### config.mk
export PLATFORM = sky130hd
export DESIGN_NAME = tmt_tracker
export DESIGN_NICKNAME = d
export VERILOG_FILES = /design/src/design/tmt_tracker.v
export VERILOG_INCLUDE_DIRS = /design/src /design/src/design
export SDC_FILE = /design/constraint.sdc
export NUM_CORES = 1
export LEC_CHECK = 0
export BUFFER_PORTS_ARGS = -buffer_cell sky130_fd_sc_hd__buf_2
export CAP_MARGIN = 20
export CELL_PAD_IN_SITES_DETAIL_PLACEMENT = 1
export CELL_PAD_IN_SITES_GLOBAL_PLACEMENT = 2
export CORE_ASPECT_RATIO = 0.9
export CORE_MARGIN = 2
export CORE_UTILIZATION = 39
export CTS_CLUSTER_SIZE = 10
export DETAILED_ROUTE_END_ITERATION = 10
export GPL_TIMING_DRIVEN = 0
export PLACE_DENSITY_LB_ADDON = 0.1
export SYNTH_ARGS = -nofsm -noshare
export SYNTH_HDL_FRONTEND = slang
export SYNTH_SLANG_ARGS = --single-unit
export TNS_END_PERCENT = 10
### constraint.sdc
create_clock -name clock -period 3.1 [get_ports clock]
set_input_delay 0.62 -clock clock [delete_from_list [all_inputs] [get_ports clock]]
set_output_delay 0.62 -clock clock [all_outputs]
set_load 0.005 [all_outputs]
### src/design/tmt_defines.vh
// Function
// - keep lowest captured temperature in a register pair at 1Fh and 20h
// - keep highest captured temperature in a register pair at 24h and 25h
// - each extreme is a 12-bit two's-complement value in degrees Celsius
// - upper register holds eight integer bits; lower register bits 7..4 hold fraction
// - pairs reset to zero; host writing zero clears a pair and restarts tracking unless a sample lands in the same cycle and drops the write
`ifndef TMT_DEFINES_VH
`define TMT_DEFINES_VH

// ----------------------------------------
// register offsets
// ----------------------------------------
`define TMT_OFS_LOW_HIGH 8'h1F
`define TMT_OFS_LOW_LOW 8'h20
`define TMT_OFS_HIGH_HIGH 8'h24
`define TMT_OFS_HIGH_LOW 8'h25

// ----------------------------------------
// field layout and reset values
// ----------------------------------------
`define TMT_TEMP_W 12
`define TMT_FRAC_HI 7
`define TMT_FRAC_LO 4
`define TMT_TEMP_RST 12'h000
`define TMT_PTR_RST 8'h00

// ----------------------------------------
// serial interface
// ----------------------------------------
// arbitrary value, not a real part's address
`define TMT_DEV_ADDR 7'h2A
`define TMT_BITS_PER_BYTE 4'h8

`endif

### src/design/tmt_tracker.v
`timescale 1ns/1ps
`default_nettype none
`include "tmt_defines.vh"

module tmt_tracker #(
   parameter [6:0] DEV_ADDR = `TMT_DEV_ADDR
) (
   input wire clock,
   input wire arst_n,
   input wire scl_in,
   input wire sda_in,
   output wire sda_out,
   output wire sda_oe_n,
   input wire sample_valid,
   input wire [11:0] sample_temp,
   output reg [11:0] temp_min,
   output reg [11:0] temp_max
);

   // ----------------------------------------
   // states
   // ----------------------------------------
   localparam [2:0] ST_IDLE = 3'h0;
   localparam [2:0] ST_ADDR = 3'h1;
   localparam [2:0] ST_ACK_A = 3'h2;
   localparam [2:0] ST_WDATA = 3'h3;
   localparam [2:0] ST_ACK_W = 3'h4;
   localparam [2:0] ST_RDATA = 3'h5;
   localparam [2:0] ST_ACK_R = 3'h6;

   function is_below;
      input [11:0] a;
      input [11:0] b;
      begin
         is_below = $signed(a) < $signed(b);
      end
   endfunction

   // ----------------------------------------
   // pin synchronisers and line filter
   // ----------------------------------------
   reg [2:0] scl_sync;
   reg [2:0] sda_sync;
   reg scl_f;
   reg sda_f;
   reg scl_q;
   reg sda_q;

   // a level counts only once stages two and three agree
   always @(posedge clock or negedge arst_n) begin
      if (!arst_n) begin
         scl_sync <= 3'h7;
         sda_sync <= 3'h7;
         scl_f <= 1'b1;
         sda_f <= 1'b1;
         scl_q <= 1'b1;
         sda_q <= 1'b1;
      end else begin
         scl_sync <= {scl_sync[1:0], scl_in};
         sda_sync <= {sda_sync[1:0], sda_in};
         if (scl_sync[1] == scl_sync[2]) begin
            scl_f <= scl_sync[2];
         end
         if (sda_sync[1] == sda_sync[2]) begin
            sda_f <= sda_sync[2];
         end
         scl_q <= scl_f;
         sda_q <= sda_f;
      end
   end

   wire scl_rise = scl_f & ~scl_q;
   wire scl_fall = ~scl_f & scl_q;
   wire bus_start = scl_f & scl_q & sda_q & ~sda_f;
   wire bus_stop = scl_f & scl_q & ~sda_q & sda_f;

   // ----------------------------------------
   // serial slave
   // ----------------------------------------
   reg [2:0] state;
   reg [3:0] bit_cnt;
   reg [7:0] rx_byte;
   reg [7:0] tx_byte;
   reg [7:0] ptr;
   reg ptr_phase;
   reg is_read;
   reg drive_low;
   reg wr_en;
   reg [7:0] wr_addr;
   reg [7:0] wr_data;
   reg [7:0] rd_data;

   // open drain: only ever pulls low
   assign sda_out = 1'b0;
   assign sda_oe_n = ~drive_low;

   always @* begin
      case (ptr)
         `TMT_OFS_LOW_HIGH: rd_data = temp_min[11:4];
         `TMT_OFS_LOW_LOW: rd_data = {temp_min[3:0], 4'h0};
         `TMT_OFS_HIGH_HIGH: rd_data = temp_max[11:4];
         `TMT_OFS_HIGH_LOW: rd_data = {temp_max[3:0], 4'h0};
         default: rd_data = 8'h00;
      endcase
   end

   always @(posedge clock or negedge arst_n) begin
      if (!arst_n) begin
         state <= ST_IDLE;
         bit_cnt <= 4'h0;
         rx_byte <= 8'h00;
         tx_byte <= 8'h00;
         ptr <= `TMT_PTR_RST;
         ptr_phase <= 1'b0;
         is_read <= 1'b0;
         drive_low <= 1'b0;
         wr_en <= 1'b0;
         wr_addr <= 8'h00;
         wr_data <= 8'h00;
      end else begin
         wr_en <= 1'b0;
         if (bus_start) begin
            state <= ST_ADDR;
            bit_cnt <= 4'h0;
            ptr_phase <= 1'b1;
            drive_low <= 1'b0;
         end else if (bus_stop) begin
            state <= ST_IDLE;
            drive_low <= 1'b0;
         end else begin
            case (state)
               ST_ADDR, ST_WDATA: begin
                  if (scl_rise) begin
                     rx_byte <= {rx_byte[6:0], sda_f};
                     bit_cnt <= bit_cnt + 4'h1;
                  end else if (scl_fall && bit_cnt == `TMT_BITS_PER_BYTE) begin
                     bit_cnt <= 4'h0;
                     if (state == ST_ADDR) begin
                        if (rx_byte[7:1] == DEV_ADDR) begin
                           drive_low <= 1'b1;
                           is_read <= rx_byte[0];
                           state <= ST_ACK_A;
                        end else begin
                           state <= ST_IDLE;
                        end
                     end else begin
                        drive_low <= 1'b1;
                        state <= ST_ACK_W;
                        if (ptr_phase) begin
                           ptr <= rx_byte;
                           ptr_phase <= 1'b0;
                        end else begin
                           wr_en <= 1'b1;
                           wr_addr <= ptr;
                           wr_data <= rx_byte;
                           ptr <= ptr + 8'h01;
                        end
                     end
                  end
               end
               ST_ACK_A, ST_ACK_R: begin
                  // master nack ends the read; wait for stop
                  if (state == ST_ACK_R && scl_rise && sda_f) begin
                     state <= ST_IDLE;
                  end else if (scl_fall) begin
                     if (is_read) begin
                        tx_byte <= {rd_data[6:0], 1'b0};
                        drive_low <= ~rd_data[7];
                        bit_cnt <= 4'h1;
                        state <= ST_RDATA;
                     end else begin
                        drive_low <= 1'b0;
                        state <= ST_WDATA;
                     end
                  end
               end
               ST_ACK_W: begin
                  if (scl_fall) begin
                     drive_low <= 1'b0;
                     state <= ST_WDATA;
                  end
               end
               ST_RDATA: begin
                  if (scl_fall) begin
                     if (bit_cnt == `TMT_BITS_PER_BYTE) begin
                        drive_low <= 1'b0;
                        ptr <= ptr + 8'h01;
                        state <= ST_ACK_R;
                     end else begin
                        drive_low <= ~tx_byte[7];
                        tx_byte <= {tx_byte[6:0], 1'b0};
                        bit_cnt <= bit_cnt + 4'h1;
                     end
                  end
               end
               default: begin
                  drive_low <= 1'b0;
               end
            endcase
         end
      end
   end

   // ----------------------------------------
   // extreme tracking
   // ----------------------------------------
   // an empty pair loads the next sample, otherwise a zero clear would pin it
   reg min_empty;
   reg max_empty;

   always @(posedge clock or negedge arst_n) begin
      if (!arst_n) begin
         temp_min <= `TMT_TEMP_RST;
         temp_max <= `TMT_TEMP_RST;
         min_empty <= 1'b1;
         max_empty <= 1'b1;
      end else if (sample_valid) begin
         // a sample wins over a host write in the same cycle
         // capture lower and higher
         if (min_empty || is_below(sample_temp, temp_min)) begin
            temp_min <= sample_temp;
            min_empty <= 1'b0;
         end
         if (max_empty || is_below(temp_max, sample_temp)) begin
            temp_max <= sample_temp;
            max_empty <= 1'b0;
         end
      end else if (wr_en) begin
         // host write, zero pair restarts tracking
         case (wr_addr)
            `TMT_OFS_LOW_HIGH: begin
               temp_min[11:4] <= wr_data;
               min_empty <= (wr_data == 8'h00) && (temp_min[3:0] == 4'h0);
            end
            `TMT_OFS_LOW_LOW: begin
               temp_min[3:0] <= wr_data[`TMT_FRAC_HI:`TMT_FRAC_LO];
               min_empty <= (wr_data[7:4] == 4'h0) && (temp_min[11:4] == 8'h00);
            end
            `TMT_OFS_HIGH_HIGH: begin
               temp_max[11:4] <= wr_data;
               max_empty <= (wr_data == 8'h00) && (temp_max[3:0] == 4'h0);
            end
            `TMT_OFS_HIGH_LOW: begin
               temp_max[3:0] <= wr_data[`TMT_FRAC_HI:`TMT_FRAC_LO];
               max_empty <= (wr_data[7:4] == 4'h0) && (temp_max[11:4] == 8'h00);
            end
            default: begin
               min_empty <= min_empty;
            end
         endcase
      end
   end

endmodule // tmt_tracker

`default_nettype wire

==> reports/metrics.csv, run 1 <==
metric,value,unit
outcome,completed,
GRT Total Usage,23.57,%
pwr dens,715.6,mW/mm2
Vias per Instance,5.887,
Reg2Reg Depth,7,
Main synth FF type,dfrtp_1,
die span in x,127.6,um
CP max-delay cell,clkbuf_1,
Max-Slew Margin vs Limit,48.68,%
met3 usage,4.607,%
dpl hpwl,12360,um
vias in the first global route,4581,
drt total wl,16280,um
Post-Syn Nets,588,
postcts setup bufs,0,
Top delay family on crit path,compound AO/OA/AOI/OAI gates,
Hold WS,193.8,ps
"critical path fanouts, max",10,
reg-to-reg critical path startpoint,temp_max[9],
CTS tree,yes,
share of the clock period used by the worst path,86.37,%
DRC viols,0,
Setup Skew,5.708,ps
layout cell share with drive strength beyond 1,22.63,%
Die Area,0.01471,mm2
CTS-repair resized insts,0,
RSZ-0062 raised after global routing,no,
first-pass GRT wire length,26500,um
"area leader, netlist",dfrtp_1,
placed cell areas,0.005804,mm2
Num Clock Sinks,86,
Area Overhead vs Synth,13.44,%
GRT Max-Usage Layer,met1,
sequential share of the synthesized area,40.40,%
dpl cells,753,
CP Class,reg2reg,
Root Buffer,clkbuf_16,
R2R Path End,temp_max[0],
final instance area,0.006085,mm2
Final Wtd Congestion,0.8456,
largest net degree at the start of global routing,60,
M1 GR Usage,35.75,%
clock slew at reported path FFs,70,ps
wire length per cell,21.17,um
H-tree levels,3,
Synth Instances,544,
Pre-Repair DR Iteration Count,5,
worst endpoint required time,3280,ps
Die H,115.3,um
Max Cap Violations,0,
Max Freq,373.5,MHz
CP startpoint,temp_max[9],
Hold Buf Count CTS,0,
fin cells,769,
total core area,0.01341,mm2
1st-iter DRT viols,324,
Cell variety after synth,78,
#FFs+latches synth,86,
post-synth top area share,34.52,%
worst path cell trace,ha_1 > a21o_1 > a2111o_1 > a22oi_1 > o211a_1 > clkbuf_1 > a221oi_1,
Worst Path Buf+Inv,1,
syn avg cell area,9.860,um2
r2r setup slk,420,ps
Slew Limit Fails,0,
ys async rst share,100.0,%
Ys Warns,0,
antenna violations before repair,0,
Inserted Diodes,0,
Initial Utilization,39.99,%
leakage power,0.002827,uW
Synth area leaders,"dfrtp_1 (35%), mux2_2 (6.5%), ha_1 (6.3%)",
final core occ,45.36,%
Reg area,0.002167,mm2
Critical Path End Type,register,
peak supply drop,0.4175,mV
Inserted Clock Buffers,9,
Max clock buf depth,2,
CP peak stage delay,510,ps
Fill cells,1546,
GRT Residual Overflow,0,
"Setup violations, final",0,
Synth Cell Area,0.005364,mm2
port bufs,40,
IO Pins,43,
WP data arrival,2860,ps
min-delay worst type,in2async,
Multi-input gate area,0.002897,mm2
number of enable flip-flop cells after synthesis,0,
Vias,4527,
post-route ant nets,0,
Startpoint Class,register,
worst slew pin tran,759.4,ps
CP endpoint,temp_max[0],
Worst path depth,7,
setup TNS,0,ps
site row count,40,
post-layout minimum cycle time,2677,ps
Final Hold Viols,0,
met2 usage in global routing,34.55,%
final net count,640,
"Clk Latency, worst-skew pair",350,ps
-- worst register-to-register path: cells and delay by family, from the launching register on --
family	cells	cell delay [ps]
adders and majority gates	1	320
buffers and inverters	1	510
DFF	1	460
AOI/OAI and AO/OA	5	1220
-- metrics by stage --
| step | total power, uW | worst slack (ps) |
|---|---|---|
| after CTS | 4388 | 423.0 |
| final | 4354 | 422.7 |
| after global placement | 3256 | 161.4 |
| after detailed placement | 3292 | 96.53 |
| after global routing | 4669 | 279.9 |
| after floorplan | 2680 | 652.8 |
-- routing by layer --
| metal | up-vias | part of all wire, % |
|---|---|---|
| li1 | 2124 | - |
| met1 | 2289 | 52 |
| met2 | 99 | 43 |
| met3 | 15 | 4.3 |
| met4 | 0 | 1.0 |
| met5 | - | 0 |
-- how the worst min path moves through the flow --
stage / from / to / slack, ps / cells after the start
final: arst_n / temp_max[6] / 190 / 1
after global routing: arst_n / temp_max[6] / 210 / 1
after CTS: arst_n / temp_max[6] / 200 / 1
after detailed placement: sda_sync[0] / sda_sync[1] / 350 / 0
after global placement: scl_sync[0] / scl_sync[1] / 350 / 0
after floorplan: arst_n / bit_cnt[0] / 320 / 0
-- cells in the final DEF (no fill, tap or decap), types with 10 or more instances in the layout --
cell type,synthesis,final
dfrtp_1,74,74
buf_2,9,48
inv_1,44,44
nand2_1,43,43
a21oi_1,36,36
mux2_2,31,31
ha_1,27,27
o21ai_0,22,22
nor2_1,20,20
mux2i_1,18,18
nand3_1,17,17
clkbuf_1,11,12
dfstp_2,12,12
a221oi_1,11,11
o211a_1,10,10
-- cells in the mapped netlist, drive strengths merged (9+ instances only) --
cell,n
dfrtp,74
inv,44
nand2,43
a21oi,36
mux2,31
ha,27
o21ai,23
nor2,21
mux2i,18
nand3,17
buf,15
a221oi,13
dfstp,12
clkbuf,11
nand4,11
nor4,10
o211a,10
and3,9
nand2b,9
-- final cells by class --
type,count,share of cell area [%]
Timing Repair Buffer,41,3.784
Sequential cell,86,35.62
Multi-Input combinational cell,387,47.60
Tap cell,168,3.455
Clock inverter,6,0.8431
Buffer,26,2.159
Clock buffer,10,3.763
Inverter,45,2.776
-- sequential cells by signal (all words and copies together), names as in the netlist, 4 cells and up --
register,count
bit_cnt,4
ptr,8
rx_byte,8
temp_max,12
temp_min,12
tx_byte,7
wr_addr,8
wr_data,8
-- cell families (layout without fill, tap and decap cells) --
kind of cell    Yosys count  in the layout  synth area share [%]
compound gates          149            149                 20.01
other cells               1              1               0.06991
xor+xnor                  2              2                0.3266
mux                      49             49                 9.867
flops                    86             86                 40.40
simple gates            157            157                 17.05
fa+ha+maj                29             29                 6.671
buf+inv                  71            128                 5.598
-- report_power, final --
group | switching (uW) | internal, uW
clock network | 501 | 557
logic | 931 | 718
registers | 302 | 1340
total | 1730 | 2620
Power figures use the tool's default switching activity.
==> run 2: changes to the inputs <==
RECOVER_POWER = 100   (was unset)
==> reports/metrics.csv, run 2 (synthesis results as in run 1) <==
metric,value,unit,change
Pre-Repair DR Iteration Count,5,,unchanged
min-delay worst type,reg2reg,,
site row count,40,,unchanged
Final Wtd Congestion,0.8456,,unchanged
final core occ,44.79,%,-0.58 points
Comb power frac,37.2,%,-0.7 points
leakage power,0.002756,uW,-2.5%
antenna violations before repair,0,,unchanged
Vias,4523,,-0.088%
NetSw,1724,uW,-0.60%
die span in x,127.6,um,unchanged
layout cell share with drive strength beyond 1,18.30,%,-4.3 points
Inserted Diodes,0,,unchanged
total core area,0.01341,mm2,unchanged
biggest regs,"temp_max: 12 flops, temp_min: 12 flops",,
RSZ-0062 raised after global routing,no,,
Die Area,0.01471,mm2,unchanged
Setup Skew,6.601,ps,+0.8935 ps
Slew Limit Fails,29,,+29
CTS-repair resized insts,0,,unchanged
IO Pins,43,,unchanged
Fill cells,1550,,+0.26%
Root Buffer,clkbuf_16,,
clock slew at reported path FFs,70,ps,about the same
setup TNS,0,ps,unchanged
share of the clock period used by the worst path,88.19,%,+1.8 points
sequential share of power,38.2,%,+0.4 points
Num Clock Sinks,86,,unchanged
worst endpoint required time,3320,ps,+40 ps
Hold Crit Start,sda_sync[0],,
worst slew pin tran,1579,ps,+819.7 ps
dpl hpwl,12360,um,unchanged
Max Freq,365.8,MHz,-2.1%
"commonest cells after routing, fill and taps aside","dfrtp_1 (74), inv_1 (44), nand2_1 (43)",,
first-pass GRT wire length,26500,um,unchanged
Critical Path End Type,register,,
Net Sw Frac,40.05,%,+0.21 points
CP startpoint,scl_f,,
largest net degree at the start of global routing,60,,unchanged
postcts setup bufs,0,,unchanged
failing checks,"max-capacitance violations, max-slew violations",,
port bufs,40,,unchanged
GRT Residual Overflow,0,,unchanged
Hold Buf Count CTS,0,,unchanged
Max-Slew Margin vs Limit,-5.274,%,-54 points
H-tree levels,3,,unchanged
CTS tree,yes,,
outcome,finished with violations,,
"Setup violations, final",0,,unchanged
DRC viols,0,,unchanged
pwr dens,716.7,mW/mm2,+0.16%
Area Overhead vs Synth,11.99,%,
Inserted Clock Buffers,9,,unchanged
reg-to-reg critical path startpoint,scl_f,,
post-layout minimum cycle time,2734,ps,+56.61 ps
Max Cap Violations,1,,+1
CP Class,reg2reg,,
Vias per Instance,5.882,,about the same
"commonest non-fill, non-tap cell in the layout",dfrtp_1,,
Startpoint Class,register,,
"critical path fanouts, max",10,,unchanged
post-route ant nets,0,,unchanged
peak supply drop,0.4122,mV,-1.3%
drt total wl,16350,um,+0.45%
WP data arrival,2960,ps,+100 ps
clock share of power,24.6,%,+0.3 points
wire length per cell,21.26,um,+0.45%
final net count,640,,unchanged
GRT Total Usage,23.57,%,unchanged
Max clock buf depth,2,,unchanged
"Clk Latency, worst-skew pair",350,ps,about the same
vias in the first global route,4581,,unchanged
Die H,115.3,um,unchanged
Int Pwr,2581,uW,-1.5%
1st-iter DRT viols,240,,-26%
Final Hold Viols,0,,unchanged
Initial Utilization,39.99,%,unchanged
==> run 2: layer usage <==
metal | part of all wire, % | GRT usage [%] | up-vias
met3 | 6.2 | 4.607 | 14
met5 | 0 | 0 | -
met2 | 43 | 34.55 | 100
li1 | - | - | 2126
met4 | 1.0 | 5.641 | 0
met1 | 50 | 35.75 | 2283
==> run 2: layout make-up <==
| type | instances | area [um2] | share of cell area [%] |
|---|---|---|---|
| Buffer | 26 | 123.9 | 2.062 |
| Clock buffer | 10 | 229.0 | 3.812 |
| Clock inverter | 6 | 51.30 | 0.8540 |
| Inverter | 45 | 168.9 | 2.812 |
| Multi-Input combinational cell | 387 | 2864 | 47.68 |
| Sequential cell | 86 | 2167 | 36.08 |
| Tap cell | 168 | 210.2 | 3.499 |
| Timing Repair Buffer | 41 | 192.7 | 3.208 |
==> run 2: metrics by stage <==
| step | total power (uW) | worst slack (ps) | hold WS [ps] | instance area [um2] | instances |
|---|---|---|---|---|---|
| finish | 4306 | 366.1 | 361.2 | 6007 | 769 |
| global route | 4621 | 182.3 | 344.9 | 6007 | 769 |
| CTS | 4388 | 423.0 | 199.3 | 6085 | 769 |
| detailed placement | 3292 | 96.53 | 347.5 | 5804 | 753 |
| global placement | 3256 | 161.4 | 346.0 | 5774 | 752 |
| floorplan | 2680 | 652.8 | 324.4 | 5364 | 544 |
==> run 2: path summary, 6_finish.rpt <==
check / end / slack [ps] / cells after the start
min reg2reg: sda_sync[1] / 360 / 0
min in group asynchronous: temp_max[6] / 650 / 1
max: drive_low / 370 / 6
min: sda_sync[1] / 360 / 0
max in group asynchronous: temp_max[1] / 740 / 2
max reg2reg: drive_low / 370 / 6
==> run 2: critical path: stages, from the launching register on <==
cell and delay (ps):
dfstp_1 610, clkbuf_1 380, nand2_1 250, o21ai_0 580, o221a_1 400, o221ai_1 230, mux2i_1 160
==> run 2: power groups by stage <==
| stage | Sequential, uW | Clock, uW | Combinational, uW |
|---|---|---|---|
| global route | 1680 | 1140 | 1800 |
| finish | 1650 | 1060 | 1600 |
| detailed placement | 1660 | 0 | 1630 |
| floorplan | 1550 | 0 | 1130 |
| CTS | 1640 | 1100 | 1650 |
| global placement | 1650 | 0 | 1600 |
==> run 3: changes to the inputs <==
PLACE_DENSITY_LB_ADDON = 0.15   (was 0.1)
==> reports/metrics.csv, run 3 (synthesis results as in run 1) <==
metric,value,unit,change
Max Cap Violations,1,,unchanged
failing checks,"max-capacitance violations, max-slew violations",,
total core area,0.01341,mm2,unchanged
Max clock buf depth,2,,unchanged
CP startpoint,scl_f,,
"commonest cells after routing, fill and taps aside","dfrtp_1 (74), inv_1 (44), nand2_1 (43)",,
GRT Residual Overflow,0,,unchanged
worst path cell trace,clkbuf_1 > nand2_1 > o21ai_0 > o221a_1 > nand3_1 > mux2_2,,
final net count,640,,unchanged
Worst Path Buf+Inv,1,,unchanged
clock slew at reported path FFs,70,ps,about the same
layout cell share with drive strength beyond 1,18.47,%,+0.17 points
share of the clock period used by the worst path,88.91,%,+0.72 points
antenna violations before repair,0,,unchanged
Max Freq,362.8,MHz,-0.81%
reg-to-reg critical path startpoint,scl_f,,
GRT Total Usage,23.89,%,+0.33 points
Pre-Repair DR Iteration Count,4,,-1
Num Clock Sinks,86,,unchanged
Slew Limit Fails,38,,+31%
dpl hpwl,12600,um,+2.0%
post-layout minimum cycle time,2756,ps,+22.29 ps
Hold Buf Count CTS,0,,unchanged
postcts setup bufs,0,,unchanged
site row count,40,,unchanged
Initial Utilization,39.99,%,unchanged
wire length per cell,21.41,um,+0.70%
Final Hold Viols,0,,unchanged
CP peak stage delay,620,ps,about the same
"Clk Latency, worst-skew pair",360,ps,about the same
Max-Slew Margin vs Limit,-52.61,%,-47 points
setup TNS,0,ps,unchanged
R2R Path End,state[0],,
Inserted Diodes,0,,unchanged
r2r setup slk,340,ps,-20 ps
"Setup violations, final",0,,unchanged
Setup Skew,9.723,ps,+3.121 ps
leakage power,0.002781,uW,+0.91%
Vias,4581,,+1.3%
H-tree levels,3,,unchanged
outcome,finished with violations,,
"critical path fanouts, max",10,,unchanged
drt total wl,16470,um,+0.70%
vias in the first global route,4704,,+2.7%
peak supply drop,0.4171,mV,+1.2%
WHS Endpoint,sda_sync[1],,
"commonest non-fill, non-tap cell in the layout",dfrtp_1,,
port bufs,40,,unchanged
min-delay worst type,reg2reg,,
CP max-delay cell,o21ai_0,,
Root Buffer,clkbuf_16,,
WP data arrival,3000,ps,+40 ps
worst slew pin tran,2289,ps,+710.1 ps
RSZ-0062 raised after global routing,no,,
CTS tree,yes,,
biggest regs,"temp_max: 12 flops, temp_min: 12 flops",,
hold path cells,0,,unchanged
pwr dens,724.9,mW/mm2,+1.1%
post-route ant nets,0,,unchanged
Area Overhead vs Synth,12.39,%,
CP Class,reg2reg,,
die span in x,127.6,um,unchanged
CTS-repair resized insts,0,,unchanged
Vias per Instance,5.957,,+1.3%
Reg2Reg Depth,6,,unchanged
Power Total,4370,uW,+1.5%
1st-iter DRT viols,254,,+5.8%
IO Pins,43,,unchanged
Inserted Clock Buffers,9,,unchanged
Final Wtd Congestion,0.8868,,+4.9%
Startpoint Class,register,,
DRC viols,0,,unchanged
first-pass GRT wire length,27030,um,+2.0%
Top delay family on crit path,compound AO/OA/AOI/OAI gates,,
Hold Crit Start,sda_sync[0],,
Fill cells,1550,,unchanged
Die Area,0.01471,mm2,unchanged
largest net degree at the start of global routing,50,,-17%
worst endpoint required time,3340,ps,+20 ps
Critical Path End Type,register,,
Die H,115.3,um,unchanged
## run 3: cell count changes in the layout (fill, tap and decap cells not counted), sizes merged
cell / change
buf: +3
clkbuf: -4
clkinvlp: -1
inv: +2
## run 3: layout make-up
type                    count  area (um2)  share of cell area (%)
flip-flops and latches     86        2167                   35.95
well taps                 168       210.2                   3.487
inverters                  45       168.9                   2.802
repair buffers             41       215.2                   3.570
clock buffers               9       225.2                   3.736
multi-input cells         387        2855                   47.36
plain buffers              26       123.9                   2.055
clock inverters             7       62.56                   1.038
## run 3: per-stage QoR
step / setup slack, ps / hold slack, ps / instance area [um2] / utilization, % / cells
finish: 343.8 / 358.2 / 6028 / 44.94 / 769
global route: 146.1 / 351.3 / 6028 / 44.94 / 769
CTS: 454.7 / 255.4 / 6092 / 45.42 / 769
detailed placement: 121.2 / 347.2 / 5804 / 43.27 / 753
global placement: 188.7 / 345.3 / 5774 / 43.05 / 752
floorplan: 652.8 / 324.4 / 5364 / - / 544
## run 3: power by group
group	internal, uW	switching [uW]	leakage [uW]	total [uW]
logic	688	943	0.00155	1630
registers	1340	308	0.00108	1650
clock network	566	523	0.000145	1090
total	2600	1770	0.00278	4370
## run 3: worst max-delay path by stage
| stage | end | slack [ps] | cells past startpoint |
|---|---|---|---|
| after global routing | state[0] | 150 | 6 |
| after floorplan | temp_max[0] | 650 | 8 |
| after CTS | temp_max[5] | 450 | 7 |
| after global placement | temp_max[5] | 190 | 9 |
| final | state[0] | 340 | 6 |
| after detailed placement | temp_max[5] | 120 | 9 |
## run 3: layer usage
metal	GRT usage (%)	share of wire [%]	vias up
met2	35.54	43	107
met5	0	0	-
met3	4.048	3.9	11
met4	5.055	0.87	0
met1	36.51	52	2321
li1	-	-	2142
## run 3: worst register-to-register path: cells and delay by family, from the launching register on
kind                   cells  cell delay (ps)
AOI/OAI and AO/OA          2             1050
buffers and inverters      1              400
muxes                      1              280
and+or+nand+nor            2              340
DFF                        1              570
